**config.mk**
```make
export PLATFORM = sky130hd
export DESIGN_NAME = serial_eeprom_port
export DESIGN_NICKNAME = d
export VERILOG_FILES = /design/src/serial_eeprom_pkg.sv /design/src/serial_eeprom_fifo.sv /design/src/serial_eeprom_port.sv
export VERILOG_INCLUDE_DIRS = /design/src
export SDC_FILE = /design/constraint.sdc
export NUM_CORES = 1
export LEC_CHECK = 0
export ABC_AREA = 1
export BUFFER_PORTS_ARGS = -buffer_cell sky130_fd_sc_hd__buf_4
export CAP_MARGIN = 20
export CELL_PAD_IN_SITES_DETAIL_PLACEMENT = 1
export CELL_PAD_IN_SITES_GLOBAL_PLACEMENT = 1
export CORE_AREA = 2 2 308 310
export DETAILED_ROUTE_END_ITERATION = 12
export DIE_AREA = 0 0 310 312
export PLACE_DENSITY_LB_ADDON = 0.1
export SLEW_MARGIN = 20
export SYNTH_ARGS = -nofsm -noshare
export SYNTH_HDL_FRONTEND = slang
export SYNTH_HIERARCHICAL = 1
export SYNTH_SLANG_ARGS = --single-unit
```
**constraint.sdc**
```tcl
create_clock -name core_clk_in -period 3.3 [get_ports core_clk_in]
set_input_delay 0.165 -clock core_clk_in [delete_from_list [all_inputs] [get_ports core_clk_in]]
set_output_delay 0.165 -clock core_clk_in [all_outputs]
set_load 0.1 [all_outputs]
```
**src/serial_eeprom_regs.svh**
```systemverilog
// Constants for the 16x16 serial memory port: instruction fields, opcodes, timing.
// Assumes inclusion by the package and the design modules; definitions only.
`ifndef SERIAL_EEPROM_REGS_SVH
`define SERIAL_EEPROM_REGS_SVH

// ****************************************
// Instruction format
// ****************************************
`define SE_INSTR_BITS      9
`define SE_DATA_BITS       16
`define SE_WORDS           16
`define SE_ADDR_BITS       4
`define SE_OPC_MSB         7
`define SE_OPC_LSB         4
`define SE_ADDR_MSB        3
`define SE_ADDR_LSB        0

// ****************************************
// Opcodes, two-bit classes and four-bit specials
// ****************************************
`define SE_CLS_READ        2'h2
`define SE_CLS_WRITE       2'h1
`define SE_CLS_ERASE       2'h3
`define SE_OPC_ENABLE      4'h3
`define SE_OPC_DISABLE     4'h0
`define SE_OPC_ERASE_ALL   4'h2
`define SE_OPC_WRITE_ALL   4'h1

// ****************************************
// Erased word value, timing and FIFO depth
// ****************************************
`define SE_WORD_ERASED     16'hFFFF
`define SE_CLK_PERIOD_NS   10
`define SE_CS_LOW_MIN_NS   1000
`define SE_CS_LOW_MIN_CYC  ((`SE_CS_LOW_MIN_NS + `SE_CLK_PERIOD_NS - 1) / `SE_CLK_PERIOD_NS)
`define SE_FIFO_DEPTH      16

`endif

```
**src/serial_eeprom_pkg.sv**
```systemverilog
// Types shared by the serial memory port modules.
// Assumes the constants header sits in the same folder.
`default_nettype none
`include "serial_eeprom_regs.svh"

package serial_eeprom_pkg;
    typedef enum logic [2:0] {
        ST_IDLE,
        ST_HUNT,
        ST_INSTR,
        ST_DATA,
        ST_READ,
        ST_ARMED,
        ST_PROG
    } port_state_e;

    typedef enum logic [2:0] {
        OP_NONE,
        OP_ERASE,
        OP_WRITE,
        OP_ERASE_ALL,
        OP_WRITE_ALL
    } prog_op_e;
endpackage : serial_eeprom_pkg

`default_nettype wire

```
**src/serial_eeprom_fifo.sv**
```systemverilog
// Parameterised valid/ready FIFO carrying words toward the storage array.
// Assumes one clock domain and a synchronous active-low reset.
`timescale 1ns/1ps
`default_nettype none

module serial_eeprom_fifo #(
    parameter int WIDTH = 20,
    parameter int DEPTH = 16
) (
    // Clock and reset
    input  wire logic             core_clk_in,
    input  wire logic             rstn_in,
    // Fill side
    input  wire logic             in_valid_in,
    input  wire logic [WIDTH-1:0] in_data_in,
    output logic                  in_ready_out,
    // Drain side
    output logic                  out_valid_out,
    output logic [WIDTH-1:0]      out_data_out,
    input  wire logic             out_ready_in
);
    localparam int PW = $clog2(DEPTH);

    initial begin
        if (DEPTH < 2 || (1 << PW) != DEPTH) begin
            $error("FIFO depth must be a power of two, at least 2");
        end
    end

    logic [WIDTH-1:0] mem [DEPTH];
    logic [PW:0]      wr_ptr;
    logic [PW:0]      rd_ptr;
    logic [PW:0]      next_wr_ptr;
    logic [PW:0]      next_rd_ptr;
    logic             push;
    logic             pop;
    logic             full;
    logic             empty;

    always_comb begin
        full         = (wr_ptr[PW] != rd_ptr[PW]) && (wr_ptr[PW-1:0] == rd_ptr[PW-1:0]);
        empty        = (wr_ptr == rd_ptr);
        in_ready_out = !full;
        out_valid_out = !empty;
        out_data_out = mem[rd_ptr[PW-1:0]];
        push         = in_valid_in && !full;
        pop          = out_ready_in && !empty;
        next_wr_ptr  = push ? wr_ptr + 1'b1 : wr_ptr;
        next_rd_ptr  = pop ? rd_ptr + 1'b1 : rd_ptr;
    end

    always_ff @(posedge core_clk_in) begin
        if (!rstn_in) begin
            wr_ptr <= '0;
            rd_ptr <= '0;
        end else begin
            wr_ptr <= next_wr_ptr;
            rd_ptr <= next_rd_ptr;
        end
    end

    // Storage needs no reset; only written entries are ever read
    always_ff @(posedge core_clk_in) begin
        if (push) begin
            mem[wr_ptr[PW-1:0]] <= in_data_in;
        end
    end

    a_no_overflow: assert property (@(posedge core_clk_in) disable iff (!rstn_in)
        full |=> (wr_ptr == $past(wr_ptr)))
        else $error("FIFO pointer moved while full");
endmodule : serial_eeprom_fifo

`default_nettype wire

```
**src/serial_eeprom_port.sv**
```systemverilog
// Device side of a three-wire serial memory: 16 words of 16 bits.
// Assumes select, serial clock, data and bulk enable come from pins outside the core clock.
`timescale 1ns/1ps
`default_nettype none
`include "serial_eeprom_regs.svh"

module serial_eeprom_port
    import serial_eeprom_pkg::*;
#(
    parameter int WORDS     = `SE_WORDS,
    parameter int DATA_BITS = `SE_DATA_BITS
) (
    // Clock and reset
    input  wire logic core_clk_in,
    input  wire logic rstn_in,
    // Serial link pins
    input  wire logic chip_select_in,
    input  wire logic serial_clock_in,
    input  wire logic serial_in_in,
    output logic      serial_out_out,
    output logic      serial_out_oe_out,
    // Bulk programming gate, pulled high at the pad
    input  wire logic bulk_program_enable_in,
    // Status
    output logic      program_voltage_out,
    output logic      program_enabled_out
);
    localparam int FW = `SE_ADDR_BITS + 1 + DATA_BITS - 1;

    initial begin
        if (WORDS != `SE_WORDS || DATA_BITS != `SE_DATA_BITS) begin
            $error("Instruction format fixes 16 words of 16 bits");
        end
    end

    // ****************************************
    // Pin synchronisers and edge detect
    // ****************************************
    logic [3:0] sync_a;
    logic [3:0] sync_b;
    logic       sclk_prev;
    logic       cs_prev;
    logic       cs;
    logic       din;
    logic       bulk_ok;
    logic       sclk_rise;
    logic       cs_fall;

    // Bulk bit resets high to match the pad pull-up
    always_ff @(posedge core_clk_in) begin
        if (!rstn_in) begin
            sync_a    <= 4'h8;
            sync_b    <= 4'h8;
            sclk_prev <= 1'b0;
            cs_prev   <= 1'b0;
        end else begin
            sync_a    <= {bulk_program_enable_in, serial_in_in, serial_clock_in, chip_select_in};
            sync_b    <= sync_a;
            sclk_prev <= sync_b[1];
            cs_prev   <= sync_b[0];
        end
    end

    always_comb begin
        cs        = sync_b[0];
        din       = sync_b[2];
        bulk_ok   = sync_b[3];
        sclk_rise = sync_b[1] && !sclk_prev;
        cs_fall   = cs_prev && !cs;
    end

    // ****************************************
    // Instruction state machine
    // ****************************************
    port_state_e          state;
    port_state_e          next_state;
    logic [7:0]           instr;
    logic [7:0]           next_instr;
    logic [4:0]           cnt;
    logic [4:0]           next_cnt;
    logic [DATA_BITS-1:0] shreg;
    logic [DATA_BITS-1:0] next_shreg;
    logic                 prog_en;
    logic                 next_prog_en;
    prog_op_e             op;
    prog_op_e             next_op;
    logic                 dout;
    logic                 next_dout;
    logic                 doe;
    logic                 next_doe;
    logic                 hv;
    logic                 next_hv;
    logic                 wr_req;
    logic [FW:0]          wr_word;
    logic                 fifo_ready;
    logic                 fifo_valid;
    logic [FW:0]          fifo_word;
    logic [DATA_BITS-1:0] array [WORDS];

    always_comb begin
        next_state   = state;
        next_instr   = instr;
        next_cnt     = cnt;
        next_shreg   = shreg;
        next_prog_en = prog_en;
        next_op      = op;
        next_dout    = dout;
        next_doe     = 1'b0;
        next_hv      = 1'b0;
        wr_req       = 1'b0;
        wr_word      = '0;
        if (!cs && state != ST_ARMED && state != ST_PROG) begin
            next_state = ST_IDLE;
        end else begin
            unique case (state)
                ST_IDLE: begin
                    if (cs) begin
                        next_state = ST_HUNT;
                    end
                end
                ST_HUNT: begin
                    if (sclk_rise && din) begin
                        next_state = ST_INSTR;
                        next_cnt   = 5'd0;
                    end
                end
                ST_INSTR: begin
                    if (sclk_rise) begin
                        next_instr = {instr[6:0], din};
                        next_cnt   = cnt + 5'd1;
                        if (cnt == 5'd7) begin
                            next_cnt = 5'd0;
                            next_op  = OP_NONE;
                            // Decode from the seven held bits plus the bit now arriving
                            if (instr[6:5] == `SE_CLS_READ) begin
                                next_shreg = array[{instr[2:0], din}];
                                next_state = ST_READ;
                            end else if (instr[6:5] == `SE_CLS_ERASE) begin
                                next_op    = OP_ERASE;
                                next_state = ST_ARMED;
                            end else if (instr[6:5] == `SE_CLS_WRITE) begin
                                next_op    = OP_WRITE;
                                next_state = ST_DATA;
                            end else if (instr[6:3] == `SE_OPC_ENABLE) begin
                                next_prog_en = 1'b1;
                                next_state   = ST_HUNT;
                            end else if (instr[6:3] == `SE_OPC_DISABLE) begin
                                next_prog_en = 1'b0;
                                next_state   = ST_HUNT;
                            end else if (instr[6:3] == `SE_OPC_ERASE_ALL) begin
                                next_op    = OP_ERASE_ALL;
                                next_state = ST_ARMED;
                            end else begin
                                next_op    = OP_WRITE_ALL;
                                next_state = ST_DATA;
                            end
                        end
                    end
                end
                ST_DATA: begin
                    if (sclk_rise) begin
                        next_shreg = {shreg[DATA_BITS-2:0], din};
                        next_cnt   = cnt + 5'd1;
                        if (cnt == 5'(DATA_BITS - 1)) begin
                            next_state = ST_ARMED;
                        end
                    end
                end
                ST_READ: begin
                    next_doe = 1'b1;
                    if (sclk_rise) begin
                        next_cnt = cnt + 5'd1;
                        if (cnt == 5'd0) begin
                            next_dout = 1'b0;
                        end else if (cnt <= 5'(DATA_BITS)) begin
                            next_dout  = shreg[DATA_BITS-1];
                            next_shreg = {shreg[DATA_BITS-2:0], 1'b0};
                        end else begin
                            next_doe   = 1'b0;
                            next_state = ST_HUNT;
                        end
                    end
                end
                ST_ARMED: begin
                    if (cs_fall) begin
                        if (prog_en && fifo_ready &&
                            (bulk_ok || (op != OP_ERASE_ALL && op != OP_WRITE_ALL))) begin
                            next_state = ST_PROG;
                            next_hv    = 1'b1;
                            wr_req     = 1'b1;
                            wr_word    = {op == OP_ERASE_ALL || op == OP_WRITE_ALL,
                                          instr[`SE_ADDR_MSB:`SE_ADDR_LSB],
                                          (op == OP_ERASE || op == OP_ERASE_ALL) ?
                                          `SE_WORD_ERASED : shreg};
                        end else begin
                            next_state = ST_IDLE;
                        end
                    end else if (!cs) begin
                        next_state = ST_IDLE;
                    end
                end
                ST_PROG: begin
                    next_hv = !cs;
                    if (cs) begin
                        next_state = ST_HUNT;
                    end
                end
            endcase
        end
        if (!next_doe) begin
            next_dout = 1'b0;
        end
    end

    always_ff @(posedge core_clk_in) begin
        if (!rstn_in) begin
            state   <= ST_IDLE;
            instr   <= 8'h00;
            cnt     <= 5'h00;
            shreg   <= 16'h0000;
            prog_en <= 1'b0;
            op      <= OP_NONE;
            dout    <= 1'b0;
            doe     <= 1'b0;
            hv      <= 1'b0;
        end else begin
            state   <= next_state;
            instr   <= next_instr;
            cnt     <= next_cnt;
            shreg   <= next_shreg;
            prog_en <= next_prog_en;
            op      <= next_op;
            dout    <= next_dout;
            doe     <= next_doe;
            hv      <= next_hv;
        end
    end

    // ****************************************
    // Array update through the FIFO
    // ****************************************
    serial_eeprom_fifo #(
        .WIDTH (FW + 1),
        .DEPTH (`SE_FIFO_DEPTH)
    ) u_fifo (
        .core_clk_in   (core_clk_in),
        .rstn_in       (rstn_in),
        .in_valid_in   (wr_req),
        .in_data_in    (wr_word),
        .in_ready_out  (fifo_ready),
        .out_valid_out (fifo_valid),
        .out_data_out  (fifo_word),
        .out_ready_in  (1'b1)
    );

    // Array keeps contents across reset, as nonvolatile storage does
    generate
        for (genvar w = 0; w < WORDS; w++) begin : g_word
            always_ff @(posedge core_clk_in) begin
                if (fifo_valid && (fifo_word[FW] ||
                    fifo_word[FW-1 -: `SE_ADDR_BITS] == 4'(w))) begin
                    array[w] <= fifo_word[DATA_BITS-1:0];
                end
            end
        end
    endgenerate

    always_comb begin
        serial_out_out      = dout;
        serial_out_oe_out   = doe;
        program_voltage_out = hv;
        program_enabled_out = prog_en;
    end

    a_oe_only_read: assert property (@(posedge core_clk_in) disable iff (!rstn_in)
        serial_out_oe_out |-> $past(state) == ST_READ)
        else $error("Output driven outside a read");
    a_hv_only_prog: assert property (@(posedge core_clk_in) disable iff (!rstn_in)
        program_voltage_out |-> $past(state) inside {ST_ARMED, ST_PROG})
        else $error("Programming voltage outside programming");
    a_no_prog_disabled: assert property (@(posedge core_clk_in) disable iff (!rstn_in)
        wr_req |-> prog_en)
        else $error("Programming started while disabled");
    a_bulk_gate: assert property (@(posedge core_clk_in) disable iff (!rstn_in)
        (wr_req && wr_word[FW]) |-> bulk_ok)
        else $error("Bulk command executed with gate low");
    a_dummy_zero: assert property (@(posedge core_clk_in) disable iff (!rstn_in)
        (state == ST_READ && sclk_rise && cnt == 5'd0) |=> !serial_out_out)
        else $error("Dummy bit not zero");
    a_out_on_rise: assert property (@(posedge core_clk_in) disable iff (!rstn_in)
        (serial_out_oe_out && $past(serial_out_oe_out) && $changed(serial_out_out))
        |-> $past(sclk_rise))
        else $error("Output changed without clock rise");
    a_enable_sticky: assert property (@(posedge core_clk_in) disable iff (!rstn_in)
        ($fell(prog_en)) |-> $past(state) == ST_INSTR)
        else $error("Enable lost without a disable instruction");
    a_erase_ones: assert property (@(posedge core_clk_in) disable iff (!rstn_in)
        (wr_req && (op == OP_ERASE || op == OP_ERASE_ALL)) |-> wr_word[DATA_BITS-1:0] == 16'hFFFF)
        else $error("Erase data not all ones");
endmodule : serial_eeprom_port

`default_nettype wire

```
### Yosys cells after proc, flatten, opt, wreduce, memory -nomap -nowiden

Memory sizes are Yosys's and may differ from the RTL's. A register that Yosys moved wholly into a read port is not among the register bits.
Index checks and enable logic that the tools add are counted.
W data, S select, Z words.

| word-level totals | value |
|---|---|
| register bits | 58 |
| memories | 2 |
| ROM bits | 0 |
| input port bits | 6 |
| memory bits (writable) | 592 |
| output and inout bits | 4 |
| word-level logic and storage cells | 238 |
| latch bits | 0 |

| operators by class | value |
|---|---|
| add/sub/neg operators | 3 |
| eq/ne operators | 51 |
| mux-type cells | 93 |
| bitwise gates (word level) | 5 |
| div/mod/pow operators | 0 |
| shift-type cells | 0 |
| order comparisons | 1 |
| reductions and logical operators | 68 |
| multipliers | 0 |

Memory list:

| memory | depth | width | read ports | clocked after Yosys merged registers in | wr ports | RTL line | text |
|---|---|---|---|---|---|---|---|
| u_fifo.mem | 16 | 21 | 1 | 1 | 1 | serial_eeprom_fifo.sv:30 | `logic [WIDTH-1:0] mem [DEPTH];` |
| array | 16 | 16 | 1 | 0 | 16 | serial_eeprom_port.sv:98 | `logic [DATA_BITS-1:0] array [WORDS];` |

Operators by type and width:

| operator | number |
|---|---|
| $mux W16 | 8 |
| $mux W21 | 4 |
| $mux W3 | 24 |
| $pmux W16 S3 | 1 |
| $mux W1 | 47 |
| $eq A4 B4 Y1 const B | 8 |
| $logic_and A1 B1 Y1 | 26 |
| $mux W5 | 4 |
| $ne A2 B2 Y1 const B | 10 |
| $logic_or A1 B1 Y1 | 19 |
| $pmux W3 S6 | 1 |
| $eq A4 B2 Y1 const B | 4 |
| $eq A4 B3 Y1 const B | 4 |
| $add A5 B1 Y5 const B | 3 |
| $pmux W5 S3 | 1 |
| $eq A3 B3 Y1 const B | 4 |
| $ne A3 B3 Y1 const B | 4 |
| $reduce_and A10 Y1 | 1 |
| $eq A3 B2 Y1 const B | 3 |
| $reduce_and A9 Y1 | 1 |
| $logic_not A4 Y1 | 2 |
| $mux W4 | 2 |
| $reduce_and A4 Y1 | 2 |
| $reduce_and A8 Y1 | 1 |
| 23 further kinds | 37 |

### Logic depth before layout (Yosys ltp)

| logic depth | value |
|---|---|
| depth in word-level cells | 12 |
| gate-level depth with buffers | 15 |
| gate-level depth less buffers | 14 |

### Modules after synthesis

Netlist, hierarchy kept.

By module, submodules not included:

| module | area an instance (um^2) | times used | sequential area each (um^2) | cells an instance |
|---|---|---|---|---|
| serial_eeprom_fifo | 14,411.3 | 1 | 10,369.9 | 1,191 |
| serial_eeprom_port | 13,462.9 | 1 | 8,648.3 | 1,412 |

### Worst setup path before layout

Ideal clock, no wire load.

| timing | value |
|---|---|
| path kind | register to register |
| from | register prog_en (netlist: program_enabled_out) |
| to | memory u_fifo/mem[3][0] (netlist bit), enable pin |
| clock period less this slack | 3.520 ns |
| path slack | -0.220 ns |
| stages on the path, launching flop included | 7 |
| buffers on the path | 0 |
| required time | 2.875 ns |
| library setup time | 0.425 ns |
| arrival | 3.095 ns |
| cell sequence | dfxtp_1 nand4_1 nor2_1 nand2_1 inv_1 nand2_1 nor3_1 |

| on the way | value |
|---|---|
| cells in the longest elaborated chain, start to end | 9 |

Ends and longest elaborated chain:

| item | RTL line | text |
|---|---|---|
| start: declaration | serial_eeprom_port.sv:83 | `logic prog_en;` |
| start signal: assignment | serial_eeprom_port.sv:231 | `prog_en <= next_prog_en;` |
| $logic_and A1 B1 Y1 (2 in a row) | serial_eeprom_port.sv:186 | `if (prog_en && fifo_ready &&` |
| $mux W1 | serial_eeprom_port.sv:186 |  |
| $mux W1 | serial_eeprom_port.sv:185 | `if (cs_fall) begin` |
| $mux W1 | serial_eeprom_port.sv:115 | `unique case (state)` |
| $mux W1 | serial_eeprom_port.sv:112 | `if (!cs && state != ST_ARMED && state != ST_PROG) begin` |
| net wr_req | serial_eeprom_port.sv:93 | `logic wr_req;` |
| $logic_and A1 B1 Y1 | serial_eeprom_fifo.sv:46 | `push = in_valid_in && !full;` |
| $mux W1 | serial_eeprom_fifo.sv:64 | `if (push) begin` |
| $mux W1 (not written as such) | serial_eeprom_fifo.sv:65 | `mem[wr_ptr[PW-1:0]] <= in_data_in;` |
| end: declaration | serial_eeprom_fifo.sv:30 |  |

The timed path passes the listed nets, and every way through them passes these cells.

### Worst setup path after layout

| timing | value |
|---|---|
| from | register u_fifo.wr_ptr[1] |
| to | memory u_fifo/mem[6][13] (netlist bit), enable pin |

| on the way | value |
|---|---|
| cells in the longest elaborated chain, start to end | 12 |

Ends and longest elaborated chain:

| item | RTL line | text |
|---|---|---|
| start: declaration | serial_eeprom_fifo.sv:31 | `logic [PW:0] wr_ptr;` |
| start signal: assignment | serial_eeprom_fifo.sv:57 | `wr_ptr <= next_wr_ptr;` |
| $eq A4 B4 Y1 | serial_eeprom_fifo.sv:41 | `full = (wr_ptr[PW] != rd_ptr[PW]) && (wr_ptr[PW-1:0] == rd_ptr[PW-1:0]);` |
| $logic_and A1 B1 Y1 | serial_eeprom_fifo.sv:41 |  |
| $logic_not A1 Y1 | serial_eeprom_fifo.sv:43 | `in_ready_out = !full;` |
| net fifo_ready | serial_eeprom_port.sv:95 | `logic fifo_ready;` |
| $logic_and A1 B1 Y1 (2 in a row) | serial_eeprom_port.sv:186 |  |
| $mux W1 | serial_eeprom_port.sv:186 |  |
| $mux W1 | serial_eeprom_port.sv:185 |  |
| $mux W1 | serial_eeprom_port.sv:115 |  |
| $mux W1 | serial_eeprom_port.sv:112 |  |
| net wr_req | serial_eeprom_port.sv:93 |  |
| $logic_and A1 B1 Y1 | serial_eeprom_fifo.sv:46 |  |
| $mux W1 | serial_eeprom_fifo.sv:64 |  |
| $mux W1 (not written as such) | serial_eeprom_fifo.sv:65 |  |

The timed path passes the listed nets, and every way through them passes these cells.

==> flow_summary_export.csv <==
group,metric,value,unit
cts,cts.root.buffer_cell,"sky130_fd_sc_hd__clkbuf_16",
worst_setup_path,critical_path_required,3540,ps
global_routing,grt_start_max_net_pins,88,
sta,timing.final.max_slew_violations,0,
sta,slew_headroom,28.27,%
yosys,synthDistinctLibCells,35,
global_routing,wire_length_of_the_first_global_routing_pass,126.5,mm
final_layout,post_layout_nets,2678,
final_layout,syn_to_final_growth,16.59,%
die,initial_utilization,29.96,%
yosys,number_of_warnings_issued_by_yosys,6,
sta,timing.fmax,353.4,MHz
route,wl,84.50,mm
worst_setup_path,crit_path_max_delay_cell_type,"sky130_fd_sc_hd__nor2_4",
cts,tritoncts,"done",
final_layout,final_design_area_excluding_fillers,32500,um2
yosys,fraction_of_post_synthesis_cell_area_in_the_top_cell_type_by_area,63.78,%
power_and_ir_drop,power.leakage,12.31,nW
worst_setup_path,end_kind,"flip-flop",
die,placeableCoreArea,93050,um2
power_and_ir_drop,power_density_relative_to_cell_area,535.1,nW/um2
die,row_count,112,
yosys,seq_area_frac_synth,68.23,%
place,port_buffers,9,
flow_run,cap_violations,0,
worst_setup_path,worst-r2r-cell-count,13,
worst_hold_path,worstHoldPathType,"input port to flip-flop",
worst_setup_path,r2r_slack,470,ps
worst_setup_path,most_repeated_library_cell_on_the_critical_path,"sky130_fd_sc_hd__nand2_1",
worst_setup_path,timing.setup.critical_path_class,"flip-flop to flip-flop",
worst_setup_path,timing.rr.end,"u_fifo/mem[6][13]",
global_routing,grtUsageTotal,17.64,%
sta,timing_hold_violations_final,0,
worst_setup_path,crit_path_max_fanout,21,
global_routing,grt_antenna_before_repair,1,
yosys,synth_area_leader_cell,"sky130_fd_sc_hd__edfxtp_1",
cts,max-clock-path-buffers,3,
sta,slew_worst_pin,1072,ps
final_layout,drive_above_1_share,11.44,%
route,drtIter0Drc,1246,
die,design.portCount,10,
die,die_ar,96720,um2
final_layout,diodes,0,
worst_setup_path,worst_setup_path_start_kind,"flip-flop",
cts,worstSkewPairLatency,630,ps
cts,holdBufCountCts,8,
sta,finClkSkew,22.47,ps
worst_hold_path,end_point_of_the_most_critical_hold_path,"sync_a[3]",
cts,numCtsBuffers,77,
route,detail_route.wl_per_cell,21.22,um
run_status,run_status,"completed",
worst_hold_path,hold_path_depth,3,
worst_setup_path,cpPeakStageDelay,790,ps
route,drtAntennaViolNets,0,
route,post_drt_via_cell_ratio,4.690,
yosys,postSynthCellCount,2603,
die,die_width,310,um
yosys,syn-cell-area,27870,um2
cts,ctsResizeCount,0,
worst_hold_path,hold_path.startpoint,"bulk_program_enable_in",
sta,worst_hold_slack,293.8,ps
worst_setup_path,crit_path_start,"u_fifo/wr_ptr[1]",
route,pre_repair_dr_iteration_count,5,
cts,clock-sinks,654,
worst_setup_path,worstReg2RegStart,"u_fifo/wr_ptr[1]",
sta,rsz0062_at_grt,"no",
power_and_ir_drop,vdd_drop_max,422.6,uV
yosys,synth.avg_cell_area,10.71,um2
cts,path_clk_slew,60,ps
sta,final.min_clock_period,2830,ps
yosys,area_contributors_post_synth,"sky130_fd_sc_hd__edfxtp_1 64%, sky130_fd_sc_hd__nand2_1 8.1%, sky130_fd_sc_hd__nand3_1 5.8%",
cts,cts_post_setup_buffers_inserted,0,
place,hpwl,51.67,mm
yosys,ys_ff_latch,654,
global_routing,globalRouteOverflowTotal,0,
route,route.detailed.drc,0,
worst_setup_path,timing.critical_path.cells,"inv_1 > nand2_1 > nand2_1 > nor2_1 > nand3_2 > nand4_1 > nor2_1 > nand2_1 > inv_1 > nand2_1 > inv_1 > nand2_2 > nor2_4",
sta,timing.final.setup_violations,0,
route,num_vias,18674,
global_routing,grt_pass1_vias,19432,
place,gp_congestion,0.7450,
cts,htree_num_levels,3,
die,y_dimension_of_the_die,312,um
place,placed_instance_area,29960,um2
sta,final.period_utilization,85.75,%
worst_setup_path,arrival,3070,ps
power by group:
part	switching, W	internal [W]	leakage (nW)
Sequential	0.00000317	0.00890	6.97
Combinational	0.0000949	0.0000415	4.14
Clock	0.00346	0.00490	1.21
layer usage:
layer	track usage (%)	vias up	routed length [um]
met3	2.658	112	2311
met1	23.96	9431	39370
met4	4.567	2	1918
met2	29.39	199	40880
li1	-	8930	-
met5	0	-	11
cell usage after synthesis, drive strengths merged:
library cell,instances
xnor2,1
xor2,1
nor2,118
o211ai,87
nand2,607
or2,2
ha,8
dfxtp,62
nand3,327
inv,355
o21ai,112
buf,96
edfxtp,592
clkbuf,48
conb,1
nor3,10
a21boi,1
a21oi,166
o21bai,1
nand4,2
clkinv,6
critical path, delay by kind of cell, from the launching register on:
kind          cells  cell delay (ps)
buf+inv           3              420
flops             1              350
simple gates     10             1650
flip-flops by register name (all words and copies together), names as in the netlist, 3 cells and up, named ones only:
signal,flops
instr,7
state,3
u_fifo/mem,336
cnt,5
shreg,16
u_fifo/wr_ptr,5
sync_a,4
u_fifo/rd_ptr,5
sync_b,4
array,256
op,3
cell usage in the layout, fill, tap and decap left out, types with 56 or more instances in the layout:
master                      synthesis  layout
sky130_fd_sc_hd__dfxtp_1           62      56
sky130_fd_sc_hd__o211ai_1          87      87
sky130_fd_sc_hd__inv_1            346     346
sky130_fd_sc_hd__clkbuf_16          0      81
sky130_fd_sc_hd__nand3_1          321     321
sky130_fd_sc_hd__a21oi_1          158     142
sky130_fd_sc_hd__o21ai_0          102     102
sky130_fd_sc_hd__buf_4              8      98
sky130_fd_sc_hd__nand2_1          598     598
sky130_fd_sc_hd__nor2_1           103      88
sky130_fd_sc_hd__edfxtp_1         592     592
kinds of logic after synthesis:
logic type                 Yosys count  synth area share (%)
other                                1               0.01345
xor gates and xnor gates             2               0.06285
adders and majority gates            8                0.3591
and+or+nand+nor                   1066                 16.29
AOI/OAI and AO/OA                  367                 7.537
buffers and inverters              505                 7.510
DFF                                654                 68.23
how the worst max path moves through the flow:
stage / to / slack [ps] / cells after the start
floorplan: u_fifo/mem[3][0] / -220 / 6
global placement: u_fifo/mem[12][12] / 470 / 11
detailed placement: u_fifo/mem[6][13] / 440 / 13
CTS: u_fifo/mem[6][13] / 390 / 13
global route: u_fifo/mem[2][20] / 220 / 13
finish: u_fifo/mem[6][13] / 470 / 13
stage by stage:
step / worst slack (ps) / TNS [ps] / utilization, % / instances / power [W]
after global routing: 215.5 / 0 / 34.93 / 3982 / 0.01799
after CTS: 386.4 / 0 / 34.92 / 3982 / 0.01766
after detailed placement: 438.1 / 0 / 32.19 / 3831 / 0.009205
after global placement: 467.1 / 0 / 32.19 / 3831 / 0.009204
final: 470.3 / 0 / 34.93 / 3982 / 0.01739
after floorplan: -220.3 / -13880 / - / 2608 / 0.009163
layout make-up:
type                    instances  area [um2]
well taps                    1254        1569
flip-flops and latches        654       19030
multi-input cells            1449        6954
clock buffers                 106        2161
clock inverters                37       296.5
repair buffers                121        1116
fillers                     10287       60550
inverters                     361        1368
(Power assumes the default switching activity.)
